===== config.mk =====
export PLATFORM = sky130hd
export DESIGN_NAME = eba_arbiter
export DESIGN_NICKNAME = d
export VERILOG_FILES = /design/src/eba_pkg.sv /design/src/eba_sync.sv /design/src/eba_arbiter.sv
export VERILOG_INCLUDE_DIRS = /design/src
export SDC_FILE = /design/constraint.sdc
export NUM_CORES = 1
export LEC_CHECK = 0
export BUFFER_PORTS_ARGS = -buffer_cell sky130_fd_sc_hd__clkbuf_2
export CORE_AREA = 3 3 118 120
export CTS_CLUSTER_DIAMETER = 150
export CTS_CLUSTER_SIZE = 30
export DETAILED_ROUTE_END_ITERATION = 12
export DIE_AREA = 0 0 121 123
export MAX_ROUTING_LAYER = met4
export PLACE_DENSITY_LB_ADDON = 0.2
export SLEW_MARGIN = 30
export SYNTH_ARGS = -nofsm -noshare
export SYNTH_HDL_FRONTEND = slang
export SYNTH_SLANG_ARGS = --single-unit

===== constraint.sdc =====
create_clock -name MCLK -period 6.59 [get_ports MCLK]
set_input_delay 0.9885 -clock MCLK [delete_from_list [all_inputs] [get_ports MCLK]]
set_output_delay 0.9885 -clock MCLK [all_outputs]
set_load 0.005 [all_outputs]

===== src/eba_defs.svh =====
// constants for the external bus arbitration block
`ifndef EBA_DEFS_SVH
`define EBA_DEFS_SVH

`define EBA_NUM_PROCS 6
`define EBA_NUM_DMA 2
`define EBA_SYNC_STAGES 2
`define EBA_ID_SINGLE 3'h0
`define EBA_MASTER_NONE 3'h0
`define EBA_CLK_PERIOD_NS 40
`define EBA_FLOAT_TIME_CLK 1
`define EBA_FLOAT_CYCLES (`EBA_FLOAT_TIME_CLK)

`endif


===== src/eba_pkg.sv =====
// types shared by the external bus arbitration block
package eba_pkg;

   // host handover sequence
   typedef enum logic [1:0] {
      HOST_OWN,
      HOST_FLOAT,
      HOST_GRANTED
   } eba_host_state_type;

   // per channel external dma sequence
   typedef enum logic [1:0] {
      DMA_IDLE,
      DMA_GRANT,
      DMA_XFER
   } eba_dma_state_type;

endpackage : eba_pkg


===== src/eba_sync.sv =====
// two stage synchroniser for pin inputs
`timescale 1ns/1ps
module eba_sync #(
   parameter int WIDTH = 1,
   parameter logic [WIDTH-1:0] RESET_VAL = '0
) (
   input wire logic MCLK, // block clock
   input wire logic RST, // asynchronous reset, active high
   input wire logic [WIDTH-1:0] D, // raw pin levels
   output logic [WIDTH-1:0] Q // levels safe to use
);

   logic [WIDTH-1:0] stage1; // metastability catcher, read only by stage2

   // both stages sample on the rising edge; stage1 feeds nothing else
   always_ff @(posedge MCLK or posedge RST) begin
      if (RST) begin
         stage1 <= RESET_VAL;
         Q <= RESET_VAL;
      end else begin
         stage1 <= D;
         Q <= stage1;
      end
   end

endmodule : eba_sync


===== src/eba_arbiter.sv =====
// external bus arbitration: host handover, external dma grants, multiprocessor requests
`timescale 1ns/1ps
`include "eba_defs.svh"
module eba_arbiter import eba_pkg::*; #(
   parameter int NUM_PROCS = `EBA_NUM_PROCS
) (
   input wire logic MCLK, // block clock, 25 MHz
   input wire logic RST, // asynchronous reset, active high
   input wire logic HOST_REQUEST_N, // host wants the bus, pin
   input wire logic HOST_SELECT_N, // host selects this device, pin
   input wire logic HOST_GRANT_N_I, // host grant wire level
   output logic HOST_GRANT_N_O, // host grant drive value
   output logic HOST_GRANT_N_OE, // host grant drive enable
   output logic HOST_ACK_O, // open drain acknowledge value
   output logic HOST_ACK_OE, // acknowledge pulled low while high
   input wire logic EXT_DMA_REQ_A_N, // dma request, channel a, pin
   input wire logic EXT_DMA_REQ_B_N, // dma request, channel b, pin
   output logic EXT_DMA_GNT_A_N, // dma grant, channel a
   output logic EXT_DMA_GNT_A_OE, // dma grant a drive enable
   output logic EXT_DMA_GNT_B_N, // dma grant, channel b
   output logic EXT_DMA_GNT_B_OE, // dma grant b drive enable
   input wire logic [NUM_PROCS-1:0] MP_BUS_REQUEST_N_I, // request wire levels
   output logic [NUM_PROCS-1:0] MP_BUS_REQUEST_N_O, // request drive values
   output logic [NUM_PROCS-1:0] MP_BUS_REQUEST_N_OE, // only own line enabled
   input wire logic [2:0] PROC_NUMBER, // processor number strap
   input wire logic ROTATE_PRIO_SEL, // high rotating, low fixed
   input wire logic PRIORITY_ACCESS_N_I, // priority access wire level
   output logic PRIORITY_ACCESS_N_O, // priority access drive value
   output logic PRIORITY_ACCESS_N_OE, // priority access drive enable
   output logic OWNS_BUS, // this processor owns the bus
   output logic EXT_BUS_FLOAT, // address, data, select, strobes float
   input wire logic CORE_BUS_REQ, // core wants the bus
   input wire logic CORE_PRIO_ACCESS, // core wants urgent access as slave
   input wire logic DMA_DONE_A, // channel a transfer finished
   input wire logic DMA_DONE_B, // channel b transfer finished
   output logic DMA_START_A, // channel a starts, one cycle pulse
   output logic DMA_START_B // channel b starts, one cycle pulse
);

   localparam int SW = NUM_PROCS + 10; // synchronised bit count
   localparam logic [SW-1:0] SYNC_RST = {5'h1F, {NUM_PROCS{1'h1}}, 1'h1, 1'h0, 3'h0};

   logic [SW-1:0] sync_q; // synchronised pin levels
   logic host_req_s; // host request, active low
   logic host_sel_s; // host select, active low
   logic host_gnt_s; // observed host grant, active low
   logic [`EBA_NUM_DMA-1:0] dma_req; // dma requests, active high
   logic [NUM_PROCS-1:0] mp_req; // bus requests, active high
   logic pa_s; // priority access wire, active low
   logic rot_s; // rotating priority select
   logic [2:0] proc_id; // processor number

   // every pin passes the synchroniser before use
   eba_sync #(
      .WIDTH(SW),
      .RESET_VAL(SYNC_RST)
   ) u_sync (
      .MCLK(MCLK),
      .RST(RST),
      .D({HOST_REQUEST_N, HOST_SELECT_N, HOST_GRANT_N_I, EXT_DMA_REQ_B_N, EXT_DMA_REQ_A_N,
          MP_BUS_REQUEST_N_I, PRIORITY_ACCESS_N_I, ROTATE_PRIO_SEL, PROC_NUMBER}),
      .Q(sync_q)
   );

   // unpack the synchronised vector
   always_comb begin
      {host_req_s, host_sel_s, host_gnt_s} = sync_q[SW-1 -: 3];
      dma_req = ~sync_q[SW-4 -: 2];
      mp_req = ~sync_q[NUM_PROCS+4 : 5];
      pa_s = sync_q[4];
      rot_s = sync_q[3];
      proc_id = sync_q[2:0];
   end

   eba_host_state_type host_state; // host handover state
   eba_host_state_type next_host_state; // its next value
   logic [2:0] current_master; // number of bus master, zero for none
   logic [2:0] last_master; // last winner, rotation start point
   logic single; // single processor system
   logic is_master; // this processor is master now
   logic host_hold; // host has or is taking the bus
   logic arb_open; // master free to change this cycle
   logic [2:0] winner; // arbitration result
   logic [2:0] fixed_pick; // fixed priority result, for checking
   logic own_req; // own request line value, active high
   logic next_own_req; // its next value
   logic pa_drive; // driving priority access
   eba_dma_state_type dma_state [`EBA_NUM_DMA]; // per channel state
   logic [`EBA_NUM_DMA-1:0] dma_gnt; // grant pulse, active high
   logic [`EBA_NUM_DMA-1:0] dma_start; // start strobe to dma engine
   logic [`EBA_NUM_DMA-1:0] dma_done; // finish strobes
   logic [`EBA_NUM_DMA-1:0] dma_busy; // channel not idle
   logic dma_oe; // dma grants driven

   // lowest request wins when fixed; when rotating the line after the last winner leads
   function automatic logic [2:0] pick_winner(input logic [NUM_PROCS-1:0] req, input logic rot,
                                              input logic [2:0] last);
      logic [2:0] win;
      int idx;
      win = `EBA_MASTER_NONE;
      for (int k = NUM_PROCS - 1; k >= 0; k--) begin
         idx = rot ? (int'(last) + k) % NUM_PROCS : k;
         if (req[idx]) begin
            win = 3'(idx + 1);
         end
      end
      return win;
   endfunction : pick_winner

   assign single = (proc_id == `EBA_ID_SINGLE);
   assign is_master = single || (current_master == proc_id);
   assign host_hold = !host_req_s || !host_gnt_s || (host_state != HOST_OWN);
   assign winner = pick_winner(mp_req, rot_s, last_master);
   assign fixed_pick = pick_winner(mp_req, 1'h0, last_master);
   // the master keeps the bus while it still requests it
   assign arb_open = !host_hold &&
      ((current_master == `EBA_MASTER_NONE) || !mp_req[3'(current_master - 3'h1)]);

   // all processors see the same lines and run the same choice
   always_ff @(posedge MCLK or posedge RST) begin
      if (RST) begin
         current_master <= `EBA_MASTER_NONE;
         last_master <= `EBA_MASTER_NONE;
      end else if (arb_open) begin
         current_master <= winner;
         if (winner != `EBA_MASTER_NONE) begin
            last_master <= winner;
         end
      end
   end

   // own request: core work or dma work; a background-only master yields to priority access
   always_comb begin
      next_own_req = CORE_BUS_REQ || (|dma_req) || (|dma_busy);
      if (is_master && !pa_s && !pa_drive && !CORE_BUS_REQ) begin
         next_own_req = 1'h0;
      end
   end

   always_ff @(posedge MCLK or posedge RST) begin
      if (RST) begin
         own_req <= 1'h0;
      end else begin
         own_req <= next_own_req;
      end
   end

   // only the line picked by the processor number is driven; the rest are watched
   for (genvar i = 0; i < NUM_PROCS; i++) begin : g_req_line
      assign MP_BUS_REQUEST_N_O[i] = !own_req;
      assign MP_BUS_REQUEST_N_OE[i] = (proc_id == 3'(i + 1));
   end

   // priority access: a slave pulls the shared line low while it wants urgent access
   always_ff @(posedge MCLK or posedge RST) begin
      if (RST) begin
         pa_drive <= 1'h0;
      end else begin
         pa_drive <= CORE_PRIO_ACCESS && !is_master && !single;
      end
   end
   assign PRIORITY_ACCESS_N_O = 1'h0;
   assign PRIORITY_ACCESS_N_OE = pa_drive;

   // host handover: float one clock, then grant until the request goes away
   always_comb begin
      next_host_state = host_state;
      case (host_state)
         HOST_OWN: begin
            if (!host_req_s && is_master) begin
               next_host_state = HOST_FLOAT;
            end
         end
         HOST_FLOAT: begin
            next_host_state = HOST_GRANTED;
         end
         HOST_GRANTED: begin
            if (host_req_s) begin
               next_host_state = HOST_OWN;
            end
         end
         default: begin
            next_host_state = HOST_OWN;
         end
      endcase
   end

   always_ff @(posedge MCLK or posedge RST) begin
      if (RST) begin
         host_state <= HOST_OWN;
      end else begin
         host_state <= next_host_state;
      end
   end

   // grant pin from flops; only the master ever enables it
   always_ff @(posedge MCLK or posedge RST) begin
      if (RST) begin
         HOST_GRANT_N_O <= 1'h1;
         HOST_GRANT_N_OE <= 1'h0;
      end else begin
         case (next_host_state)
            HOST_FLOAT: begin
               HOST_GRANT_N_O <= 1'h1;
               HOST_GRANT_N_OE <= 1'h0;
            end
            HOST_GRANTED: begin
               HOST_GRANT_N_O <= 1'h0;
               HOST_GRANT_N_OE <= 1'h1;
            end
            default: begin
               HOST_GRANT_N_O <= 1'h1;
               HOST_GRANT_N_OE <= is_master && !single;
            end
         endcase
      end
   end

   // bus drivers float before the grant and stay off while the host or a peer holds it
   always_ff @(posedge MCLK or posedge RST) begin
      if (RST) begin
         EXT_BUS_FLOAT <= 1'h1;
         OWNS_BUS <= 1'h0;
      end else begin
         EXT_BUS_FLOAT <= (next_host_state != HOST_OWN) || !is_master;
         OWNS_BUS <= single || (is_master && !host_hold);
      end
   end

   // wait states for host register accesses while select and request are both low
   always_ff @(posedge MCLK or posedge RST) begin
      if (RST) begin
         HOST_ACK_OE <= 1'h0;
      end else begin
         HOST_ACK_OE <= !host_sel_s && !host_req_s;
      end
   end
   assign HOST_ACK_O = 1'h0;

   assign dma_done = {DMA_DONE_B, DMA_DONE_A};

   // external dma channels; channel a outranks channel b, one runs at a time
   for (genvar c = 0; c < `EBA_NUM_DMA; c++) begin : g_dma
      logic go; // this channel may start
      assign dma_busy[c] = (dma_state[c] != DMA_IDLE);
      if (c == 0) begin : g_first
         assign go = dma_req[c] && (dma_busy == '0);
      end else begin : g_rest
         assign go = dma_req[c] && (dma_busy == '0) && (dma_req[c-1:0] == '0);
      end

      always_ff @(posedge MCLK or posedge RST) begin
         if (RST) begin
            dma_state[c] <= DMA_IDLE;
            dma_gnt[c] <= 1'h0;
            dma_start[c] <= 1'h0;
         end else begin
            dma_gnt[c] <= 1'h0;
            dma_start[c] <= 1'h0;
            case (dma_state[c])
               DMA_IDLE: begin
                  if (go && OWNS_BUS && !host_hold) begin
                     dma_state[c] <= DMA_GRANT;
                     dma_gnt[c] <= 1'h1;
                  end
               end
               DMA_GRANT: begin
                  dma_state[c] <= DMA_XFER; // transfer starts the cycle after the grant
                  dma_start[c] <= 1'h1;
               end
               DMA_XFER: begin
                  if (dma_done[c]) begin
                     dma_state[c] <= DMA_IDLE;
                  end
               end
               default: begin
                  dma_state[c] <= DMA_IDLE;
               end
            endcase
         end
      end
   end

   // grants are enabled by the master only
   always_ff @(posedge MCLK or posedge RST) begin
      if (RST) begin
         dma_oe <= 1'h0;
      end else begin
         dma_oe <= is_master;
      end
   end
   assign EXT_DMA_GNT_A_N = !dma_gnt[0];
   assign EXT_DMA_GNT_B_N = !dma_gnt[1];
   assign EXT_DMA_GNT_A_OE = dma_oe;
   assign EXT_DMA_GNT_B_OE = dma_oe;
   assign DMA_START_A = dma_start[0];
   assign DMA_START_B = dma_start[1];
endmodule : eba_arbiter


# Word level (Yosys, flattened, before mapping)
# Index checks and enable logic that the tools add are counted.
[classes]
reduce_logical = 54
magnitude_cmp = 7
n_mux = 50
n_eq_ne = 19
bitwise_logic = 3
addsub = 12
div = 6
[ops]
columns = ["operator", "count"]
rows = [
  ["less-than comparator 32 x 5 -> 1 bit (second input constant)", 6],
  ["two-way mux 32 bit", 6],
  ["remainder unit 32 x 4 -> 32 bit (second input constant)", 5],
  ["remainder unit 4 x 4 -> 32 bit (second input constant)", 1],
  ["binary-select mux 1 bit (select 3 bit)", 7],
  ["two-way mux 1 bit", 21],
  ["adder 3 x 2 -> 3 bit (second input constant)", 6],
  ["two-way mux 3 bit", 6],
  ["case mux 2 bit (3 select lines)", 3],
  ["logical AND 1 bit", 17],
  ["zero test 1 bit", 13],
  ["two-way mux 2 bit", 6],
  ["equality test 3 bit (second input constant)", 3],
  ["adder 3 x 2 -> 4 bit (second input constant)", 2],
  ["adder 3 x 3 -> 4 bit (second input constant)", 2],
  ["equality test 2 x 1 -> 1 bit (second input constant)", 4],
  ["equality test 2 bit (second input constant)", 4],
  ["zero test 2 bit", 4],
  ["logical OR 1 bit", 8],
  ["inequality test 2 bit (second input constant)", 4],
  ["nonzero test 2 bit", 4],
  ["equality test 3 x 2 -> 1 bit (second input constant)", 2],
  ["zero test 3 bit", 2],
  ["inverter 6 bit", 1],
  ["other kinds (11)", 14],
]
[word_totals]
register_bits = 56
input_bits = 22
word_cells = 170

# Depth between registers and ports, before layout
[logic_depth]
ltp_word = 14
mapped_depth = 14

# Cells and area by module
# Synthesis repeated with hierarchy kept, for this count alone.
[hier_totals]
cells_unflattened = 311
hier_area_um2 = 3251.9
[by_module_without_submodules]
columns = ["mod", "seq_area_each_um2", "instances", "area_each_um2", "cells_each"]
rows = [
  ["eba_arbiter", 603.1, 1, 2417.3, 278],
  ["eba_sync", 830.8, 1, 834.6, 33],
]

# Worst setup path after synthesis
# No wires, ideal clock.
[synth_timing]
path_type = "register to register"
start = "reg last_master[1]"
end = "reg last_master[1]"
path_slack_ns = 2.948
stages_incl_launch_ff = 15
t_arrival_ns = 3.523
t_required_ns = 6.470
path_cell_list = "dfrtp_1 > inv_1 > ha_1 > a21oi_1 > inv_1 > ha_1 > nor2b_1 > a21oi_1 > o32ai_1 > a211oi_1 > nor2_1 > o311ai_1 > and3b_1 > o31a_1 > a31o_1"
[synth_between]
elab_chain_cells = 14
[synth_rtl]
columns = ["element", "line_no", "rtl"]
rows = [
  ["start, declared", "eba_arbiter.sv:78", "logic [2:0] last_master;"],
  ["start signal, assigned", "eba_arbiter.sv:123", "last_master <= `EBA_MASTER_NONE;"],
  ["start signal, assigned", "eba_arbiter.sv:127", "last_master <= winner;"],
  ["adder 3 x 3 -> 4 bit", "--", ""],
  ["remainder unit 32 x 4 -> 32 bit", "--", ""],
  ["two-way mux 32 bit", "eba_arbiter.sv:102", "idx = rot ? (int'(last) + k) % NUM_PROCS : k;"],
  ["binary-select mux 1 bit (select 3 bit)", "eba_arbiter.sv:103", "if (req[idx]) begin"],
  ["two-way mux 1 bit (not written as such) (2 in series)", "eba_arbiter.sv:103", ""],
  ["two-way mux 3 bit (5 in series)", "eba_arbiter.sv:103", ""],
  ["two-way mux 3 bit (*)", "eba_arbiter.sv:103", ""],
  ["nonzero test 3 bit (no line)", "--", ""],
  ["AND reduction 2 bit (no line)", "--", ""],
]
# Every way passes the cells marked *; elsewhere a longest branch is shown, timed or not. The select of a mux whose other input is x is not followed.
# A chain may end at the register's enable or synchronous reset.

# Final worst setup path
# Same ends and word-level chain as after synthesis.

==> flow_summary.ini <==
[yosys]
synth_top_cell_area_share = 0.234
yosysUniqueCellTypes = 68
yosysTopAreaCell = dfrtp_1
synthTopCellsByArea = dfrtp_1 (23%), dfstp_2 (21%), ha_1 (9.3%), mux2i_1 (4.4%), nand2_1 (2.8%)
ys_seq_area_frac = 0.446
synthArstFlopShare = 1.00
ys_ff_latch = 56
netlist_area_sq_um = 3210
syn_inst = 302
synth_area_per_cell_sq_um = 10.6
synthFlopType = dfrtp_1
synth_edf_count = 0
yosysWarnings = 0

[place]
place_ws_ns = 2.36
hpwlAfterDp_mm = 5.18
place_congestion = 0.846
port-buffer-count = 45

[floorplanning]
rows = 42
die_w_um = 121
start_util = 0.245
core_area_sq_um = 13100
die_h_um = 123
fp.dieArea_sq_um = 14900
pin_count = 48

[sta]
timing.final.ws_setup_ns = 2.33
grt_setup_unrepaired = false
slew_headroom = 0.466
worstMarginPinSlew_ns = 0.796
hold_violations = 0
min_period_over_period = 0.647
setup_violations = 0
whs_ns = 0.349
max_freq_mhz = 235
post-route-min-period_ns = 4.26
maxSlewViolCount = 0
fin_setup_tns_ns = 0
fin_skew_ns = 0.00284

[flow_run]
drv_cap = 0

[critical_path]
critical_path_class = register to register
path_buf_inv = 2
max_stage_delay_ns = 0.57
worstSetupEndpointType = register
critPathTopFamily = compound AO/OA/AOI/OAI gates
startpoint = last_master[1]
arrival_ns = 4.44
worst_setup_path_start_kind = register
r2r_start = last_master[1]
path_cells = inv_1, ha_1, a21oi_1, inv_1, ha_1, nor2b_1, a21oi_1, o32ai_1, a211oi_1, nor2_1, o311ai_1, and3b_1, o31a_1, a31o_1
cpMaxStageDelayCell = a21oi_1
critPathMaxFanout = 10
critPathRequiredTime_ns = 6.77

[global_routing]
first_global_vias = 2315
grt_max_degree = 57
gr-usage-met1 = 0.126
grt_antenna_before_repair = 0
grt_use_met2 = 0.158
grt_use_total = 0.0974
grt-ovfl-total = 0
grt_pass1_wl_mm = 11.4
grt_busiest_layer = met2
grt_util_met3 = 0.0110

[final_layout]
final_common_cell = clkbuf_2
syn_to_final_growth_pct = 15.0
mostFrequentLayoutCells = clkbuf_2 (45), dfrtp_1 (30), dfstp_2 (26)
antenna_cells = 0
final_nets = 385
drive_gt1_frac = 0.294
n_fill_cell = 1402

[clock_network]
postCtsSetupBuffers = 0
cts_resized = 0
cts_tree = done
clk_latency_ns = 0.29
root_buffer = clkbuf_16
cts_hold_buf = 0
cts_sinks = 56
clk_pin_slew_ns = 0.06
clock_path_buffers = 2
htreeDepth = 2
numCtsBuffers = 5

[power_and_ir_drop]
seq_power_share = 0.294
clkPwrFrac = 0.166
ir_drop_v = 0.000122
share_comb_of_total_power = 0.540
swShare = 0.417
power.internal_mw = 0.898
p_switching_mw = 0.643
cellLeakagePower_nw = 1.74
p_per_area_nw_per_um2 = 417

[status]
status = complete, no violations

[routing]
drc_errors = 0
finalWirelength_mm = 6.80
ant_nets = 0
drt_pass1_iterations = 4
dr_total_vias = 2264
avgRoutedWirePerCell_um = 13.2
viasPerCell = 4.39
drt_iter0_drc = 79

[hold_path]
hold_class = register to register
min_from = u_sync.stage1[3]
## layout make-up
class | count | area (sq um) | share of cell area
sequential | 56 | 1430 | 0.388
inverter | 24 | 92.6 | 0.0251
multi-input combinational | 206 | 1570 | 0.426
clock buffer | 7 | 133 | 0.0359
clock inverter | 1 | 8.76 | 0.00237
tap | 176 | 220 | 0.0596
timing repair buffer | 46 | 233 | 0.0630
## flip-flops by register name, summed over array words and instances, names as in the netlist
| signal | count |
|---|---|
| last_master | 3 |
| OWNS_BUS | 1 |
| HOST_GRANT_N_OE | 1 |
| PRIORITY_ACCESS_N_OE | 1 |
| u_sync.stage1 | 16 |
| current_master | 3 |
| host_state | 2 |
| DMA_START_B | 1 |
| HOST_ACK_OE | 1 |
| own_req | 1 |
| dma_gnt | 2 |
| u_sync.Q | 16 |
| EXT_BUS_FLOAT | 1 |
| DMA_START_A | 1 |
| EXT_DMA_GNT_A_OE | 1 |
| HOST_GRANT_N_O | 1 |
| dma_state | 4 |
## synth_stat cells, drive strengths merged (2+ instances only)
cell type	number
dfrtp	30
dfstp	26
nand2	25
ha	24
inv	24
mux2i	16
nor2	15
a21oi	11
buf	9
nor3b	9
clkbuf	8
o21ai	8
nand3	7
xnor2	7
nor2b	6
a31oi	5
and3	5
a211o	4
and3b	4
or2	4
a211oi	3
a21o	3
mux2	3
nand3b	3
nor3	3
o22ai	3
o31ai	3
a21boi	2
and2	2
and4	2
nand2b	2
nand4b	2
o311ai	2
o31a	2
xor2	2
## power groups by stage
stage | logic, mW | registers, mW | clock network, mW
after floorplan | 0.668 | 0.442 | 0
after global placement | 0.822 | 0.459 | 0
after detailed placement | 0.829 | 0.458 | 0
after CTS | 0.836 | 0.454 | 0.271
after global routing | 0.938 | 0.462 | 0.284
final | 0.832 | 0.453 | 0.256
## per-stage QoR
stage | utilization | instances | total power [mW] | cell area [sq um]
2_1_floorplan | - | 303 | 1.11 | 3220
3_3_place_gp | 0.271 | 508 | 1.28 | 3550
3_5_place_dp | 0.271 | 508 | 1.29 | 3550
4_1_cts | 0.282 | 516 | 1.56 | 3690
5_1_grt | 0.282 | 516 | 1.68 | 3690
6_report | 0.282 | 516 | 1.54 | 3690
## final timing paths
| kind | slack (ns) | to | depth (start not counted) |
|---|---|---|---|
| hold / removal | 0.35 | u_sync.Q[3] | 0 |
| setup / recovery | 2.33 | last_master[1] | 14 |
| setup reg to reg | 2.33 | last_master[1] | 14 |
| max in group asynchronous | 5.26 | last_master[0] | 3 |
| min in group asynchronous | 0.87 | dma_state[3] | 3 |
| hold reg to reg | 0.35 | u_sync.Q[3] | 0 |
## worst register-to-register path, stage by stage, from the launching register on
cell	delay [ns]
dfrtp_1	0.53
inv_1	0.22
ha_1	0.28
a21oi_1	0.57
inv_1	0.15
ha_1	0.32
nor2b_1	0.27
a21oi_1	0.11
o32ai_1	0.37
a211oi_1	0.12
nor2_1	0.30
o311ai_1	0.15
and3b_1	0.22
o31a_1	0.34
a31o_1	0.21
## cell families after synthesis
logic type,synth area share
flops,0.446
mux,0.0763
buf+inv,0.0651
other cells,0.00117
fa+ha+maj,0.0935
compound gates,0.127
xor+xnor,0.0269
simple gates,0.164
## routing by layer
layer  vias to the layer above  part of all wire
met4                         0             0.022
met1                      1077              0.48
met2                        50              0.47
li1                       1126                 -
met5                         -                 0
met3                        11             0.033
Power figures use the tool's default switching activity.
